**src/core/mrd_pkg.sv**
```systemverilog
// Package for the memory region decoder: region bases, target codes
// and the access-size encoding shared by the decoder and its bench.
// Assumes a 32-bit byte address space and one core clock.
package mrd_pkg;

    // ------------------------------------------------------------------
    // Address map
    // ------------------------------------------------------------------
    localparam logic [31:0] MRD_CODE_BASE     = 32'h0000_0000;
    localparam logic [31:0] MRD_SRAM_BASE     = 32'h2000_0000;
    localparam logic [31:0] MRD_PERIPH_BASE   = 32'h4000_0000;
    localparam logic [31:0] MRD_PERIPH_LAST   = 32'h5FFF_FFFF;
    localparam logic [31:0] MRD_EXTRAM_BASE   = 32'h6000_0000;
    localparam logic [31:0] MRD_EXTRAM_LAST   = 32'h9FFF_FFFF;
    localparam logic [31:0] MRD_EXTDEV_BASE   = 32'hA000_0000;
    localparam logic [31:0] MRD_PRIVSYS_BASE  = 32'hE000_0000;
    localparam logic [31:0] MRD_VENDOR_BASE   = 32'hE010_0000;
    localparam logic [31:0] MRD_VENDOR_RES_LAST = 32'hEFFF_FFFF;
    localparam logic [31:0] MRD_VENDOR_RSRC   = 32'hF000_0000;

    // ------------------------------------------------------------------
    // Build option and field positions
    // ------------------------------------------------------------------
    localparam bit          MRD_SEC_EXT_PRESENT = 1'b1;
    localparam int          MRD_PROT_NS_BIT     = 1;
    localparam logic [2:0]  MRD_PROT_RESET      = 3'h0;

    // ------------------------------------------------------------------
    // Access size of one element
    // ------------------------------------------------------------------
    typedef enum logic [1:0] {
        MRD_SIZE_BYTE = 2'h0,
        MRD_SIZE_HALF = 2'h1,
        MRD_SIZE_WORD = 2'h2,
        MRD_SIZE_DWORD = 2'h3
    } mrd_size_t;

    // ------------------------------------------------------------------
    // Target interface of a decoded access
    // ------------------------------------------------------------------
    typedef enum logic [2:0] {
        MRD_TGT_NONE     = 3'h0,
        MRD_TGT_IMEM     = 3'h1,
        MRD_TGT_DMEM     = 3'h2,
        MRD_TGT_AXI      = 3'h3,
        MRD_TGT_AHB      = 3'h4,
        MRD_TGT_APB      = 3'h5,
        MRD_TGT_INTERNAL = 3'h6
    } mrd_tgt_t;

    // ------------------------------------------------------------------
    // Coarse region classes
    // ------------------------------------------------------------------
    typedef enum logic [2:0] {
        MRD_REG_CODE    = 3'h0,
        MRD_REG_SRAM    = 3'h1,
        MRD_REG_PERIPH  = 3'h2,
        MRD_REG_EXTRAM  = 3'h3,
        MRD_REG_EXTDEV  = 3'h4,
        MRD_REG_PRIVSYS = 3'h5,
        MRD_REG_VENDOR  = 3'h6
    } mrd_region_t;

endpackage : mrd_pkg

```
**src/core/mrd_decoder.sv**
```systemverilog
// Memory region decoder: one request per cycle in, one registered
// decision per cycle out (target, type, security, faults).
// Assumes memory hit, attribution and remap inputs are valid with the
// request and that all inputs are synchronous to i_ref_clk.
//
// Behaviour
// - Code region goes to instruction memory or AXI
// - SRAM region goes to data memory or AXI
// - Peripheral data AHB or AXI, fetch AXI
// - External RAM and device only on AXI
// - Private system: no fetch, internal or APB
// - Vendor region: no fetch, reserved part faults, other data to AHB
// - Security shown on AXI, AHB, APB flags
// - Security from state plus attribution units; system-region data from state alone
// - No security extension means all Non-secure
// - Tight memory has no flag, gate instead
// - Normal unaligned allowed unless trap enabled or vector access
// - nE Device held internally, attribute passed out
// - Device subtypes alike, vector may merge
// - Unaligned Device data access raises alignment fault
// - Device data accesses coherent to all observers
// - Default Device regions, others Normal
// - Remap both ways except system regions and tight memory
// - Private system always Device nGnRnE
// - Vendor nGnRE, may be nE, Normal unpredictable
// - No bit-band aliasing, address passed unchanged
module mrd_decoder
    import mrd_pkg::*;
(
    input  wire logic        i_ref_clk,
    input  wire logic        i_reset_n,
    input  wire logic        i_req_valid,
    input  wire logic [31:0] i_req_addr,
    input  wire logic        i_req_fetch,
    input  wire logic        i_req_write,
    input  wire logic [1:0]  i_req_size,
    input  wire logic        i_req_vector,
    input  wire logic        i_cpu_secure,
    input  wire logic        i_internal_attr_ns,
    input  wire logic        i_external_attr_ns,
    input  wire logic        i_imem_hit,
    input  wire logic        i_dmem_hit,
    input  wire logic        i_periph_ahb_sel,
    input  wire logic        i_privsys_internal,
    input  wire logic        i_mem_gate_allow,
    input  wire logic        i_unalign_trap,
    input  wire logic        i_remap_valid,
    input  wire logic        i_remap_device,
    input  wire logic        i_remap_no_early_ack,
    output logic             o_rsp_valid,
    output logic [31:0]      o_rsp_addr,
    output logic [2:0]       o_rsp_target,
    output logic             o_rsp_write,
    output logic             o_bus_fault,
    output logic             o_align_fault,
    output logic             o_is_device,
    output logic             o_early_ack,
    output logic             o_wait_final_resp,
    output logic             o_merge_ok,
    output logic             o_coherent,
    output logic             o_unpredictable,
    output logic [2:0]       o_axi_arprot,
    output logic [2:0]       o_axi_awprot,
    output logic             o_ahb_nonsecure_flag,
    output logic [2:0]       o_apb_pprot
);

    // ------------------------------------------------------------------
    // Region classification
    // ------------------------------------------------------------------
    mrd_region_t region;
    logic        vendor_reserved;

    // Top three address bits give the coarse region; the top one splits
    // further because the top eighth holds two regions of unequal size.
    always_comb begin
        region = MRD_REG_CODE;
        if (i_req_addr >= MRD_VENDOR_BASE) begin
            region = MRD_REG_VENDOR;
        end else if (i_req_addr >= MRD_PRIVSYS_BASE) begin
            region = MRD_REG_PRIVSYS;
        end else if (i_req_addr >= MRD_EXTDEV_BASE) begin
            region = MRD_REG_EXTDEV;
        end else if (i_req_addr >= MRD_EXTRAM_BASE) begin
            region = MRD_REG_EXTRAM;
        end else if (i_req_addr >= MRD_PERIPH_BASE) begin
            region = MRD_REG_PERIPH;
        end else if (i_req_addr >= MRD_SRAM_BASE) begin
            region = MRD_REG_SRAM;
        end
    end

    // Lower part of the vendor region holds no resources
    assign vendor_reserved = (region == MRD_REG_VENDOR) &&
                             (i_req_addr <= MRD_VENDOR_RES_LAST);

    // ------------------------------------------------------------------
    // Target selection and bus faults
    // ------------------------------------------------------------------
    mrd_tgt_t tgt_nxt;
    logic     bus_fault_nxt;

    // Faulting accesses select no target, so no transaction is issued
    always_comb begin
        tgt_nxt       = MRD_TGT_AXI;
        bus_fault_nxt = 1'b0;
        case (region)
            MRD_REG_CODE: begin
                tgt_nxt = i_imem_hit ? MRD_TGT_IMEM : MRD_TGT_AXI;
            end
            MRD_REG_SRAM: begin
                tgt_nxt = i_dmem_hit ? MRD_TGT_DMEM : MRD_TGT_AXI;
            end
            MRD_REG_PERIPH: begin
                if (!i_req_fetch && i_periph_ahb_sel) begin
                    tgt_nxt = MRD_TGT_AHB;
                end else begin
                    tgt_nxt = MRD_TGT_AXI;
                end
            end
            MRD_REG_EXTRAM, MRD_REG_EXTDEV: begin
                tgt_nxt = MRD_TGT_AXI;
            end
            MRD_REG_PRIVSYS: begin
                if (i_req_fetch) begin
                    bus_fault_nxt = 1'b1;
                end else if (i_privsys_internal) begin
                    tgt_nxt = MRD_TGT_INTERNAL;
                end else begin
                    tgt_nxt = MRD_TGT_APB;
                end
            end
            MRD_REG_VENDOR: begin
                if (i_req_fetch || vendor_reserved) begin
                    bus_fault_nxt = 1'b1;
                end else begin
                    tgt_nxt = MRD_TGT_AHB;
                end
            end
            default: begin
                bus_fault_nxt = 1'b1;
            end
        endcase
        // Tight memory ports carry no security flag: the gate decides
        if ((tgt_nxt == MRD_TGT_IMEM || tgt_nxt == MRD_TGT_DMEM) &&
            !i_mem_gate_allow) begin
            bus_fault_nxt = 1'b1;
        end
        if (bus_fault_nxt) begin
            tgt_nxt = MRD_TGT_NONE;
        end
    end

    // ------------------------------------------------------------------
    // Memory type after default map and remap
    // ------------------------------------------------------------------
    logic dflt_device;
    logic device_nxt;
    logic early_nxt;
    logic unpred_nxt;

    assign dflt_device = (region == MRD_REG_PERIPH) ||
                         (region == MRD_REG_EXTDEV) ||
                         (region == MRD_REG_PRIVSYS) ||
                         (region == MRD_REG_VENDOR);

    // Private system is pinned to nGnRnE; vendor stays Device even when
    // software asks for Normal, and that request is flagged instead.
    always_comb begin
        device_nxt = dflt_device;
        early_nxt  = 1'b1;
        unpred_nxt = 1'b0;
        if (i_remap_valid) begin
            device_nxt = i_remap_device;
            early_nxt  = !i_remap_no_early_ack;
        end
        if (region == MRD_REG_PRIVSYS) begin
            device_nxt = 1'b1;
            early_nxt  = 1'b0;
        end else if (region == MRD_REG_VENDOR) begin
            device_nxt = 1'b1;
            unpred_nxt = i_remap_valid && !i_remap_device;
            early_nxt  = !(i_remap_valid && i_remap_device &&
                           i_remap_no_early_ack);
        end
        // Tight memories stay Normal whatever the remap says
        if (tgt_nxt == MRD_TGT_IMEM || tgt_nxt == MRD_TGT_DMEM) begin
            device_nxt = 1'b0;
        end
        if (!device_nxt) begin
            early_nxt = 1'b1;
        end
    end

    // ------------------------------------------------------------------
    // Alignment
    // ------------------------------------------------------------------
    logic misaligned;
    logic align_fault_nxt;

    always_comb begin
        case (i_req_size)
            MRD_SIZE_HALF:  misaligned = i_req_addr[0];
            MRD_SIZE_WORD:  misaligned = |i_req_addr[1:0];
            MRD_SIZE_DWORD: misaligned = |i_req_addr[2:0];
            default:        misaligned = 1'b0;
        endcase
    end

    // Bus faults take priority: an access is reported with one cause
    assign align_fault_nxt = !bus_fault_nxt && !i_req_fetch && misaligned &&
                             (device_nxt ||
                              i_unalign_trap ||
                              i_req_vector ||
                              tgt_nxt == MRD_TGT_APB);

    // ------------------------------------------------------------------
    // Security attribute
    // ------------------------------------------------------------------
    logic state_only;
    logic nonsecure_nxt;

    // System regions judge data accesses by processor state alone
    assign state_only = !i_req_fetch && ((region == MRD_REG_PRIVSYS) ||
                                         (region == MRD_REG_VENDOR));

    always_comb begin
        if (!MRD_SEC_EXT_PRESENT) begin
            nonsecure_nxt = 1'b1;
        end else if (state_only) begin
            nonsecure_nxt = !i_cpu_secure;
        end else begin
            // Secure when the core is Secure and either unit says Secure
            nonsecure_nxt = !i_cpu_secure ||
                            (i_internal_attr_ns && i_external_attr_ns);
        end
    end

    // ------------------------------------------------------------------
    // Decision register
    // ------------------------------------------------------------------
    logic issue;

    assign issue = i_req_valid && !bus_fault_nxt && !align_fault_nxt;

    // Target, address and faults
    always_ff @(posedge i_ref_clk) begin
        if (!i_reset_n) begin
            o_rsp_valid   <= 1'b0;
            o_rsp_addr    <= 32'h0000_0000;
            o_rsp_target  <= MRD_TGT_NONE;
            o_rsp_write   <= 1'b0;
            o_bus_fault   <= 1'b0;
            o_align_fault <= 1'b0;
        end else begin
            o_rsp_valid   <= i_req_valid;
            o_rsp_addr    <= i_req_addr;
            o_rsp_target  <= issue ? tgt_nxt : MRD_TGT_NONE;
            o_rsp_write   <= i_req_write;
            o_bus_fault   <= i_req_valid && bus_fault_nxt;
            o_align_fault <= i_req_valid && align_fault_nxt;
        end
    end

    // Memory attributes; nE accesses must wait for the final response
    always_ff @(posedge i_ref_clk) begin
        if (!i_reset_n) begin
            o_is_device       <= 1'b0;
            o_early_ack       <= 1'b0;
            o_wait_final_resp <= 1'b0;
            o_merge_ok        <= 1'b0;
            o_coherent        <= 1'b0;
            o_unpredictable   <= 1'b0;
        end else begin
            o_is_device       <= i_req_valid && device_nxt;
            o_early_ack       <= i_req_valid && early_nxt;
            o_wait_final_resp <= i_req_valid && device_nxt &&
                                 !early_nxt;
            // Gathering bit is ignored: only vector ops merge on Device
            o_merge_ok        <= i_req_valid &&
                                 (!device_nxt || i_req_vector);
            o_coherent        <= i_req_valid && device_nxt;
            o_unpredictable   <= i_req_valid && unpred_nxt;
        end
    end

    // Security flags; privileged bit stays 0 since privilege is not
    // decoded here; the instruction bit follows fetch on AXI reads and stays 0 on AXI writes and APB.
    always_ff @(posedge i_ref_clk) begin
        if (!i_reset_n) begin
            o_axi_arprot         <= MRD_PROT_RESET;
            o_axi_awprot         <= MRD_PROT_RESET;
            o_ahb_nonsecure_flag <= 1'b0;
            o_apb_pprot          <= MRD_PROT_RESET;
        end else begin
            o_axi_arprot         <= {i_req_fetch, nonsecure_nxt, 1'b0};
            o_axi_awprot         <= {1'b0, nonsecure_nxt, 1'b0};
            o_ahb_nonsecure_flag <= nonsecure_nxt;
            o_apb_pprot          <= {1'b0, nonsecure_nxt, 1'b0};
        end
    end
endmodule // mrd_decoder

```
**config.mk**
```make
export PLATFORM = sky130hd
export DESIGN_NAME = mrd_decoder
export DESIGN_NICKNAME = d
export VERILOG_FILES = /design/src/core/mrd_pkg.sv /design/src/core/mrd_decoder.sv
export SDC_FILE = /design/constraint.sdc
export NUM_CORES = 1
export LEC_CHECK = 0
export ABC_AREA = 1
export ABC_CLOCK_PERIOD_IN_PS = 3000
export BUFFER_PORTS_ARGS = -buffer_cell sky130_fd_sc_hd__buf_2
export CELL_PAD_IN_SITES_DETAIL_PLACEMENT = 0
export CELL_PAD_IN_SITES_GLOBAL_PLACEMENT = 1
export CORE_AREA = 2 2 80 82
export CTS_CLUSTER_SIZE = 8
export DETAILED_ROUTE_END_ITERATION = 7
export DIE_AREA = 0 0 82 84
export GPL_TIMING_DRIVEN = 1
export HOLD_SLACK_MARGIN = 0.06
export PLACE_DENSITY = 0.8
export SYNTH_ARGS = -nofsm -noshare
export SYNTH_HDL_FRONTEND = slang
export SYNTH_SLANG_ARGS = --single-unit
```
**constraint.sdc**
```tcl
create_clock -name i_ref_clk -period 3 [get_ports i_ref_clk]
set_input_delay 0.6 -clock i_ref_clk [delete_from_list [all_inputs] [get_ports i_ref_clk]]
set_output_delay 0.6 -clock i_ref_clk [all_outputs]
set_load 0.03 [all_outputs]
```
== After elaboration in Yosys (flattened, before gate mapping) ==
Cells that the tools add are included.
Word-level totals
  flip-flop bits (word level): 50
  bits of input ports: 52
  output and inout bits: 55
  logic and storage cells: 113
Operators by class
  magnitude comparators: 7
  equality and inequality tests: 14
  mux-type cells: 30
  reductions and logical operators: 47
Operators with widths (number)
  $ge A32 B32 Y1 const B: 3
  $ge A32 B31 Y1 const B: 2
  $ge A32 B30 Y1 const B: 1
  $le A32 B32 Y1 const B: 1
  $mux W3: 7
  $logic_and A1 B1 Y1: 20
  $mux W1: 16
  $pmux W3 S5: 1
  $eq A3 B2 Y1 const B: 4
  $eq A3 B3 Y1 const B: 4
  $logic_or A1 B1 Y1: 12
  $logic_not A1 Y1: 10
  $eq A3 B1 Y1 const B: 3
  $mux W2: 4
  $pmux W1 S3: 2
  $reduce_or A5 Y1: 1
  $eq A2 B2 Y1 const B: 2
  $logic_not A3 Y1: 1
  $reduce_or A3 Y1: 1
  $eq A2 B1 Y1 const B: 1
  $reduce_and A2 Y1: 1
  $reduce_or A2 Y1: 1

== Logic depth before layout (Yosys ltp) ==
  depth in word-level cells: 27
  gate-level depth with buffers: 15
  mapped depth without buffers: 15

== Worst setup path after synthesis ==
Ideal clock, no wire load.
  path kind: input to register
  start point: input port i_req_addr[28]
  end point: register o_rsp_target[2]
  setup time: 115 ps
  data arrival time: 1749 ps
  data required time: 2885 ps
  path slack: 1136 ps
  stages: 14
  cells stage by stage: nor2_1 -> nand2_1 -> nor2_1 -> nand3_1 -> nand3_1 -> nand2_1 -> nand3_1 -> nand2_2 -> nand2_1 -> nand2_1 -> nor2_1 -> nand2_2 -> nand2_2 -> nor2_1
On the way
  word-level cells in the longest chain between the ends: 27
Ends and longest elaborated chain
  start, declared: RTL line mrd_decoder.sv:33  | input wire logic [31:0] i_req_addr,
  $ge A32 B30 Y1: RTL line mrd_decoder.sv:88  | end else if (i_req_addr >= MRD_SRAM_BASE) begin
  $mux W1: RTL line mrd_decoder.sv:88
  $mux W2: RTL line mrd_decoder.sv:86  | end else if (i_req_addr >= MRD_PERIPH_BASE) begin
  $mux W2: RTL line mrd_decoder.sv:84  | end else if (i_req_addr >= MRD_EXTRAM_BASE) begin
  $mux W3: RTL line mrd_decoder.sv:82  | end else if (i_req_addr >= MRD_EXTDEV_BASE) begin
  $mux W3: RTL line mrd_decoder.sv:80  | end else if (i_req_addr >= MRD_PRIVSYS_BASE) begin
  $mux W3: RTL line mrd_decoder.sv:78  | if (i_req_addr >= MRD_VENDOR_BASE) begin
  $eq A3 B3 Y1
  [11 not listed]
  $mux W1: RTL line mrd_decoder.sv:187  | if (tgt_nxt == MRD_TGT_IMEM || tgt_nxt == MRD_TGT_DMEM) begin
  $logic_or A1 B1 Y1: RTL line mrd_decoder.sv:212  | (device_nxt ||
  $logic_or A1 B1 Y1: RTL line mrd_decoder.sv:213  | i_unalign_trap ||
  $logic_or A1 B1 Y1: RTL line mrd_decoder.sv:214  | i_req_vector ||
  $logic_and A1 B1 Y1: RTL line mrd_decoder.sv:211  | assign align_fault_nxt = !bus_fault_nxt && !i_req_fetch && misaligned &&
  $logic_not A1 Y1: RTL line mrd_decoder.sv:244  | assign issue = i_req_valid && !bus_fault_nxt && !align_fault_nxt;
  $logic_and A1 B1 Y1: RTL line mrd_decoder.sv:244
  $reduce_and A2 Y1 (no source line)
  end signal, assigned: RTL line mrd_decoder.sv:258  | o_rsp_target <= issue ? tgt_nxt : MRD_TGT_NONE;
  end, declared: RTL line mrd_decoder.sv:52  | output logic [2:0] o_rsp_target,
Parallel ways exist; a longest one is shown, timed or not.
A chain may end at the register's enable or synchronous reset.

== Worst setup path in the final report ==
Same ends and word-level chain as after synthesis.

==> results.cfg <==
[outcome]
status = finished clean

[pwr]
p_leak_nw = 1.57
power_mw = 1.32
powerDensity_nw_per_um2 = 536
peakVddDrop_mv = 0.209

[critical_path]
arrival_ps = 2060
critPathMaxFanout = 4
start_kind = primary input
critical_path_class = in -> reg
worstPathRequired_ps = 3180
cp-end-kind = flop

[synth]
synth_compound_area_share_pct = 4.71
synth_fa_ha_area_share_pct = 0
ys.flop_type = dfxtp_1
synth_top_family_by_area = simple AND/OR/NAND/NOR gates
ys_types = 26
synth_area_um2 = 1810
syn-mean-instance-area_um2 = 7.59
synth_edf_count = 0
syn_inst = 238
synth_seq_cells = 46
synth-simple-area-share_pct = 27.0
yosysSeqAreaShare_pct = 51.0
yosys-mux-area-fraction_pct = 0
synthArstFlopShare_pct = 0
synth_warnings = 0
synth-xor-area-share_pct = 0

[layout]
reg_top3 = o_rsp_addr (32), o_rsp_target (3), o_axi_arprot (2)
drive_above_1_share_pct = 38.1
n_antenna_cell = 0
top_register = o_rsp_addr
fin_util_pct = 40.3
finalNetCount = 390
largest_reg_flops = 32
fin_cells = 416
area_growth_pct = 36.1
final_area_um2 = 2460

[die]
ios = 107
dieArea_um2 = 6890
start_util_pct = 29.6
die_w_um = 82
core_area_um2 = 6100
core.rowCount = 29
die_h_um = 84

[timing]
tns_ps = 0
finalHoldViolCount = 0
fin_ws_ps = 1120
setup_viol_count_final = 0
fmax_mhz = 533
maxSlewViolCount = 0
period_needed_ps = 1880
hold_ws_ps = 485
rsz0062_at_grt = no
min_period_over_period_pct = 62.5

[route]
routed_via_density = 4.00
wl_mm = 4.04
dr.pass1.iters = 4
antenna_left = 0
vias = 1662
wire_per_inst_um = 9.70
remaining_drc_errors = 0
drtIter0Drc = 33

[clocking]
cts_tree = built
numClockSinks = 46
cts_setup_buffers = 0
cts_buffers = 5
cts_hold_buf = 0
cts_resized = 0
htree_levels = 2
clockBufferDepth = 2
clkTransAtPathRegs_ps = 80
cts_root_buf = clkbuf_8

[placement]
dp_slack_ps = 798
place_area_um2 = 2350
dp_cells = 408
dpl.hpwl_mm = 3.26
gp_congestion = 0.742
io_buffers = 101

[hold_path]
hp-class = in -> reg

[global_route]
grt_pass1_wl_mm = 6.47
grt_use_total_pct = 12.1
gr-total-overflow = 0
grt_pass1_vias = 1525
antenna_found_initial = 0
grt_start_max_net_pins = 25

[flow_run]
cap_violations = 0
==> routing by layer <==
metal	track usage [%]	routed length, um	vias to the layer above
li1	-	-	877
met1	13.8	1640	709
met2	20.7	1910	70
met3	4.55	432	6
met4	3.64	51	0
met5	0	0	-
==> path summary, 6_finish.rpt <==
check,cells after the start,start,endpoint
worst max-delay path,15,i_req_addr[28],o_rsp_target[2]
worst min-delay path,3,i_req_addr[11],o_rsp_addr[11]
==> cell usage in the layout, fill, tap and decap left out, types with 4 or more instances in the layout <==
master    Yosys  routed
o21ai_0       6       6
dfxtp_1      46      46
nand3_1      11      11
nand2_1      57      57
buf_2         0     101
nand2_2       5       5
nand3_2       4       4
inv_1        57      57
clkbuf_8      0       8
nor2_1       15      15
conb_1        1       5
==> cells in the mapped netlist (2+ instances only) <==
cell type,number,area [um2]
a21oi_1,3,15.0
buf_4,9,67.6
clkbuf_1,4,15.0
dfxtp_1,46,921
inv_1,57,214
inv_2,2,7.51
nand2_1,57,214
nand2_2,5,31.3
nand3_1,11,55.1
nand3_2,4,40.0
nand4_1,3,18.8
nor2_1,15,56.3
nor2_2,3,18.8
nor2_4,2,22.5
o21ai_0,6,30.0
==> critical path, cell delays in order <==
cell	delay, ps
buf_2	120
nor2_1	100
nand2_1	50
nor2_1	190
nand3_1	180
nand3_1	110
nand2_1	90
nand3_1	110
nand2_2	70
nand2_1	70
nand2_1	70
nor2_1	110
nand2_2	70
nand2_2	70
nor2_1	40
==> power breakdown <==
part / total [mW] / internal [mW] / switching [mW] / leakage, nW
clock: 0.421 / 0.232 / 0.189 / 0.0575
combinational: 0.247 / 0.0799 / 0.167 / 1.13
sequential: 0.648 / 0.642 / 0.00663 / 0.382
==> cell families (layout without fill, tap and decap cells) <==
logic type | after synthesis | in the layout
simple gates | 104 | 104
buf+inv | 73 | 170
other cells | 1 | 5
compound gates | 14 | 14
flops | 46 | 46
==> area by class of cell <==
| cell class | count | area (um2) |
|---|---|---|
| Tap cell | 77 | 96.3 |
| Fill cell | 665 | 3640 |
| Inverter | 60 | 226 |
| Sequential cell | 46 | 921 |
| Clock buffer | 8 | 110 |
| Timing Repair Buffer | 102 | 513 |
| Multi-Input combinational cell | 123 | 591 |
Power figures use the tool's default switching activity.
